File: src/core/cadc_pkg.sv
// Package for the charger converter control and result block
`default_nettype none
package cadc_pkg;
    localparam logic [7:0] CADC_OFF_CTRL = 8'h11;
    localparam logic [7:0] CADC_OFF_INPUT_BUS_VOLTAGE_HI = 8'h12;
    localparam logic [7:0] CADC_OFF_INPUT_BUS_VOLTAGE_LO = 8'h13;
    localparam logic [7:0] CADC_OFF_INPUT_BUS_CURRENT_HI = 8'h14;
    localparam logic [7:0] CADC_OFF_INPUT_BUS_CURRENT_LO = 8'h15;
    localparam logic [7:0] CADC_OFF_VBAT_HI = 8'h16;
    localparam logic [7:0] CADC_OFF_VBAT_LO = 8'h17;
    localparam logic [7:0] CADC_OFF_BATTERY_CURRENT_HI = 8'h18;
    localparam logic [7:0] CADC_OFF_BATTERY_CURRENT_LO = 8'h19;
    localparam logic [7:0] CADC_OFF_DIE_TEMPERATURE = 8'h1a;
    localparam logic [7:0] CADC_CTRL_RESET = 8'h00;
    localparam logic [11:0] CADC_RESULT_RESET = 12'h000;
    localparam int CADC_BIT_EN = 7;
    localparam int CADC_BIT_ONESHOT = 6;
    localparam int CADC_NUM_CH = 5;
    // Channel index order matches control bits 5 down to 1
    localparam logic [2:0] CADC_CH_INPUT_BUS_VOLTAGE = 3'h0;
    localparam logic [2:0] CADC_CH_INPUT_BUS_CURRENT = 3'h1;
    localparam logic [2:0] CADC_CH_VBAT = 3'h2;
    localparam logic [2:0] CADC_CH_BATTERY_CURRENT = 3'h3;
    localparam logic [2:0] CADC_CH_DIE_TEMPERATURE = 3'h4;

    typedef struct packed {
        logic en;
        logic one_shot;
        logic [4:0] channel_off;
    } cadc_ctrl_t;

    typedef struct packed {
        logic valid;
        logic [2:0] channel;
        logic [11:0] data;
    } cadc_sample_t;

    typedef enum logic [2:0] {
        CADC_IDLE = 3'b001,
        CADC_CONV = 3'b010,
        CADC_NEXT = 3'b100
    } cadc_state_t;
endpackage
`default_nettype wire

File: src/core/cadc_control.sv
// Converter control register, channel sequencer and result registers
// Functional notes
// - Control bit 7 enables conversions; zero keeps converter idle; resets to 0.
// - Control bit 6 picks continuous (0) or single pass (1); resets 0.
// - Bits 5..1 drop bus V, bus I, battery V, battery I, die temperature.
// - Single pass clears enable bit itself after all selected channels convert.
// - Control bit 0 and result high-byte bits 7..4 read zero.
// - Bus voltage result 12-bit, 4 mV per count, high nibble then low byte.
// - Bus current result 12-bit, 2 mA per count, high nibble and low byte.
// - Battery voltage result 12-bit, 2 mV per count, nibble and byte.
// - Battery current result 12-bit, 2 mA per count, nibble and byte.
// - Die temperature result is one unsigned byte, 1 degree per count.
// - Single pass sets done flag; read clears it; unmasked flag drives interrupt.
`default_nettype none
module cadc_control
    import cadc_pkg::*;
(
    input wire logic clk,
    input wire logic rst_n,
    input wire logic reg_reset,
    input wire logic watchdog_expired,
    input wire logic wr_en,
    input wire logic rd_en,
    input wire logic [7:0] addr,
    input wire logic [7:0] wr_data,
    output logic [7:0] rd_data,
    output logic conv_start,
    output logic [2:0] conv_channel,
    input wire cadc_pkg::cadc_sample_t sample,
    output logic adc_done_pulse,
    input wire logic done_mask,
    input wire logic done_flag_read,
    output logic done_flag,
    output logic interrupt_out_n,
    output logic converter_busy
);
    import cadc_pkg::*;

    cadc_ctrl_t ctrl_r;
    cadc_state_t state_r;
    logic [2:0] ch_r;
    logic [11:0] result_r [CADC_NUM_CH];
    logic done_r;
    logic [7:0] rd_data_r;
    logic clear_all;
    logic ctrl_wr;
    logic pass_end;
    logic sample_hit;
    logic [2:0] next_ch;
    logic any_on;
    logic [2:0] first_ch;

    assign clear_all = !rst_n || reg_reset;
    assign ctrl_wr = wr_en && (addr == CADC_OFF_CTRL);
    assign any_on = (ctrl_r.channel_off != 5'h1f);
    assign sample_hit = (state_r == CADC_CONV) && sample.valid && (sample.channel == ch_r);

    // Channel bit for index i is channel_off[4-i]
    always_comb begin
        next_ch = ch_r;
        pass_end = 1'b1;
        for (int i = CADC_NUM_CH - 1; i >= 0; i--) begin
            if (i > int'(ch_r) && !ctrl_r.channel_off[4 - i]) begin
                next_ch = 3'(i);
                pass_end = 1'b0;
            end
        end
        first_ch = 3'h0;
        for (int i = CADC_NUM_CH - 1; i >= 0; i--) begin
            if (!ctrl_r.channel_off[4 - i]) begin
                first_ch = 3'(i);
            end
        end
    end

    // Control register
    always_ff @(posedge clk) begin
        if (clear_all) begin
            ctrl_r <= cadc_ctrl_t'(CADC_CTRL_RESET[7:1]);
        end else begin
            if (ctrl_wr) begin
                ctrl_r.one_shot <= wr_data[CADC_BIT_ONESHOT];
                ctrl_r.channel_off <= wr_data[5:1];
            end
            if (watchdog_expired) begin
                ctrl_r.en <= 1'b0;
            end else if (ctrl_wr) begin
                ctrl_r.en <= wr_data[CADC_BIT_EN];
            end else if (state_r == CADC_NEXT && pass_end && ctrl_r.one_shot) begin
                ctrl_r.en <= 1'b0;
            end
        end
    end

    // Sequencer: one channel at a time, restarts after each pass when continuous
    always_ff @(posedge clk) begin
        if (clear_all) begin
            state_r <= CADC_IDLE;
            ch_r <= CADC_CH_INPUT_BUS_VOLTAGE;
        end else begin
            case (state_r)
                CADC_IDLE: begin
                    if (ctrl_r.en && any_on) begin
                        state_r <= CADC_CONV;
                        ch_r <= first_ch;
                    end
                end
                CADC_CONV: begin
                    if (!ctrl_r.en) begin
                        state_r <= CADC_IDLE;
                    end else if (sample_hit) begin
                        state_r <= CADC_NEXT;
                    end
                end
                CADC_NEXT: begin
                    if (!ctrl_r.en || (pass_end && ctrl_r.one_shot)) begin
                        state_r <= CADC_IDLE;
                    end else if (pass_end) begin
                        state_r <= any_on ? CADC_CONV : CADC_IDLE;
                        ch_r <= first_ch;
                    end else begin
                        state_r <= CADC_CONV;
                        ch_r <= next_ch;
                    end
                end
                default: begin
                    state_r <= CADC_IDLE;
                end
            endcase
        end
    end

    // Whole 12-bit word latched at once; bus writes never reach these
    always_ff @(posedge clk) begin
        if (clear_all) begin
            for (int i = 0; i < CADC_NUM_CH; i++) begin
                result_r[i] <= CADC_RESULT_RESET;
            end
        end else if (sample_hit) begin
            if (ch_r == CADC_CH_DIE_TEMPERATURE) begin
                result_r[ch_r] <= {4'h0, sample.data[7:0]};
            end else begin
                result_r[ch_r] <= sample.data;
            end
        end
    end

    // Done flag; set beats a read clear in the same cycle
    always_ff @(posedge clk) begin
        if (clear_all) begin
            done_r <= 1'b0;
        end else if (state_r == CADC_NEXT && pass_end && ctrl_r.one_shot && ctrl_r.en) begin
            done_r <= 1'b1;
        end else if (done_flag_read) begin
            done_r <= 1'b0;
        end
    end

    // Registered read data
    always_ff @(posedge clk) begin
        if (clear_all) begin
            rd_data_r <= 8'h00;
        end else if (rd_en) begin
            case (addr)
                CADC_OFF_CTRL: rd_data_r <= {ctrl_r, 1'b0};
                CADC_OFF_INPUT_BUS_VOLTAGE_HI: rd_data_r <= {4'h0, result_r[CADC_CH_INPUT_BUS_VOLTAGE][11:8]};
                CADC_OFF_INPUT_BUS_VOLTAGE_LO: rd_data_r <= result_r[CADC_CH_INPUT_BUS_VOLTAGE][7:0];
                CADC_OFF_INPUT_BUS_CURRENT_HI: rd_data_r <= {4'h0, result_r[CADC_CH_INPUT_BUS_CURRENT][11:8]};
                CADC_OFF_INPUT_BUS_CURRENT_LO: rd_data_r <= result_r[CADC_CH_INPUT_BUS_CURRENT][7:0];
                CADC_OFF_VBAT_HI: rd_data_r <= {4'h0, result_r[CADC_CH_VBAT][11:8]};
                CADC_OFF_VBAT_LO: rd_data_r <= result_r[CADC_CH_VBAT][7:0];
                CADC_OFF_BATTERY_CURRENT_HI: rd_data_r <= {4'h0, result_r[CADC_CH_BATTERY_CURRENT][11:8]};
                CADC_OFF_BATTERY_CURRENT_LO: rd_data_r <= result_r[CADC_CH_BATTERY_CURRENT][7:0];
                CADC_OFF_DIE_TEMPERATURE: rd_data_r <= result_r[CADC_CH_DIE_TEMPERATURE][7:0];
                default: rd_data_r <= 8'h00;
            endcase
        end
    end

    assign rd_data = rd_data_r;
    assign conv_start = (state_r == CADC_CONV);
    assign conv_channel = ch_r;
    assign adc_done_pulse = (state_r == CADC_NEXT) && pass_end && ctrl_r.one_shot && ctrl_r.en;
    assign done_flag = done_r;
    assign interrupt_out_n = !(done_r && !done_mask);
    assign converter_busy = (state_r != CADC_IDLE);
endmodule
`default_nettype wire

File: config.mk
export PLATFORM = sky130hd
export DESIGN_NAME = cadc_control
export DESIGN_NICKNAME = d
export VERILOG_FILES = /design/src/core/cadc_pkg.sv /design/src/core/cadc_control.sv
export SDC_FILE = /design/constraint.sdc
export NUM_CORES = 1
export LEC_CHECK = 0
export BUFFER_PORTS_ARGS = -buffer_cell sky130_fd_sc_hd__clkbuf_2
export CAP_MARGIN = 15
export CORE_MARGIN = 2
export CORE_UTILIZATION = 50
export DETAILED_ROUTE_END_ITERATION = 10
export HOLD_SLACK_MARGIN = 0.05
export PLACE_DENSITY_LB_ADDON = 0.12
export RECOVER_POWER = 50
export SLEW_MARGIN = 40
export SYNTH_ARGS = -nofsm -noshare
export SYNTH_HDL_FRONTEND = slang
export SYNTH_SLANG_ARGS = --single-unit
File: constraint.sdc
create_clock -name clk -period 2.4 [get_ports clk]
set_input_delay 0.24 -clock clk [delete_from_list [all_inputs] [get_ports clk]]
set_output_delay 0.24 -clock clk [all_outputs]
set_load 0.01 [all_outputs]
==> results.md <==
* # port buffers at 54
* Setup tns final at 0 ns
* DRC Markers at 0
* Net count after synthesis at 389
* Initial core utilization at 0.513
* Worst-path maximum fanout at 12
* Synth area leader: edfxtp_1
* Post-CTS Setup Bufs at 0
* Die Wd at 92.6 um
* GP Congestion at 0.819
* Die height at 92.6 um
* Core Box Area at 0.00765 mm2
* Fmax at 470 MHz
* CP Launch Type: flip-flop
* Top cells by area, synth: edfxtp_1, dfxtp_1, and2_1
* Final Hold Viols at 0
* Hold slack at approximately 0.11 ns
* Layout cells sized above 1 at 0.198
* Nets at 449
* Total track usage at 0.227
* WP buf/inv at 2
* Critical Path Sink Type: output port
* CTS Hold Bufs at 0
* Async SR Flop Fraction at 0
* Run status: completed
* Cell variety after synth at 57
* Sequential cell area at 0.00212 mm2
* Req. time, crit path at 2.16 ns
* Arr. time, crit path at 1.89 ns
* Area of the multi-input gates at 0.00166 mm2
* Worst relative slew slack at 0.597
* Rows at 32
* Lkg Pwr at between 1.5 and 2 nW
* Period minus WS final at 2.13 ns
* CTS H-tree depth at 3
* Vias after detailed routing at between 2000 and 3000
* Final WL at about 9200 um
* Global route total overflow at 0
* Top delay family on crit path: buffers and inverters
* Worst-Margin Slew at 0.605 ns
* Largest net degree at the start of global routing at 25
* Ant. Diodes at 0
* Clock Path Buffers at 2
* RSZ-0062 raised after global routing: false
* Worst min path class: in -> reg
* Worst skew pair latency at 0.35 ns
* Max-cap violation count at 0
* Cell Area, Synth at 0.00393 mm2
* Yosys warnings at 0
* First-pass GRT wire length at 14500 um
* Num Clock Sinks at between 70 and 80
* DR iter-0 viols at ~230
* Max VDD drop at 0.293 mV
* Seq/Total Area, Yosys at 0.540
* WL/cell at between 15 and 20 um
* Post-CTS sizing at 0
* Main synth FF type: edfxtp_1
* Initial antenna violation count at 0
* Power, Total at about 2.6 mW
* Via density at 5.71
* Final antenna-violating net count at 0
* Full die area at between 0.008 and 0.009 mm2
* CP max stage delay at 0.41 ns
* Vias in the first global route at roughly 2800
* Setup violators final at 0
* Inst Count DP at 500
* Max-slew violations at 0
* Slowest cell on the critical path: clkbuf_1
* Worst Path Class, Setup: reg -> out
* I/O pin count at between 50 and 60
* Layout Area Growth over Synthesis at 14.5%
* CTS Buf Count at 9
* Hpwl dp at around 6500 um
* Drt pass-1 iters at 4
* Cell Pwr Density at between 500 and 600 mW/mm2
* Cells after Synth at 349
* Yosys reg bits at between 70 and 80
* Clock Skew at 0.00853 ns
* Post-synth top area share at 0.428
* Clk slew on worst S/H paths at 0.08 ns
* Critical path cell sequence: clkbuf_1 > o211a_1 > o21ai_0 > nor2_1 > clkbuf_2
* Clock root buffer: clkbuf_8
* Non-filler cells, final at around 520
* Fillers at 666
* Post-synth EDFFs at 56
* Final period utilization at 0.887
* Core Util, Final at 0.588
* Post-synthesis average cell area at ~11 um2
* CTS tree: built
## worst min-delay path: stages
cell      delay (ns)
clkbuf_2        0.07
nand3_1         0.05
o31ai_1         0.06
## through the flow
step | setup slack, ns | cell area, um2
floorplan | 0.307 | 3930
global placement | 0.324 | 4340
detailed placement | 0.295 | 4340
CTS | 0.348 | 4530
global route | 0.115 | 4500
finish | 0.272 | 4500
## area by class of cell
type	count	area share
multi-input combinational	244	0.370
clock buffer	9	0.0276
inverter	3	0.00250
clock inverter	7	0.0159
tap	102	0.0284
timing repair buffer	73	0.0838
sequential	78	0.472
## routing by layer
layer / up-vias / share of wire / global-route usage
met5: - / 0 / 0
met4: 0 / 0.018 / 0.0931
met3: 11 / 0.061 / 0.0480
met2: 93 / 0.46 / 0.349
met1: 1405 / 0.46 / 0.316
li1: 1438 / - / -
## state kept, by name, summed over array words and instances, names as in the netlist
register,cells
result_r,56
rd_data,8
ctrl_r,7
conv_channel,3
state_r,3
done_flag,1
## worst paths after layout
check | from | end | slack, ns | depth (start not counted)
worst max-delay path | conv_channel[0]$_SDFFE_PP0P_ | adc_done_pulse | 0.27 | 5
worst min-delay path | wr_data[7] | ctrl_r[6]$_SDFFE_PP0P_ | 0.11 | 3
worst max register to register | state_r[1]$_SDFFE_PP0P_ | result_r[1][9]$_SDFFCE_PN0P_ | 0.36 | 6
worst min register to register | rd_data[7]$_SDFFE_PP0P_ | rd_data[7]$_SDFFE_PP0P_ | 0.45 | 2
## layout by cell type, fill, tap and decap left out, types with 12 or more instances in the layout
cell type / instances
edfxtp_1: 56
clkbuf_2: 43
and2_1: 34
and3_1: 27
nand2_1: 22
dfxtp_1: 22
nor2_1: 17
clkbuf_1: 17
buf_4: 13
o21ai_0: 12
mux2i_1: 12
nand3_1: 12
## cells in the mapped netlist (4+ instances only)
cell / instances
a21oi_1: 4
a22oi_1: 5
and2_1: 38
and3_1: 27
buf_2: 6
buf_6: 4
clkbuf_1: 11
dfxtp_1: 22
edfxtp_1: 56
mux2i_1: 12
mux4_2: 4
nand2_1: 22
nand2b_1: 8
nand3_1: 12
nor2_1: 17
nor2b_1: 9
nor3_1: 5
o211ai_1: 5
o21ai_0: 12
## kinds of logic after synthesis
family                    synth area share
AOI/OAI and AO/OA                    0.120
xor gates and xnor gates           0.00669
buffers and inverters               0.0360
DFF                                  0.540
muxes                               0.0593
and+or+nand+nor                      0.238
## where the power goes
part	total, mW	switching, mW	leakage [nW]	internal [mW]
combinational	0.157	0.0970	0.906	0.0605
sequential	1.49	0.0113	0.795	1.48
clock	0.983	0.500	0.0953	0.483
total	2.63	0.608	1.80	2.02
(Power assumes the default switching activity.)
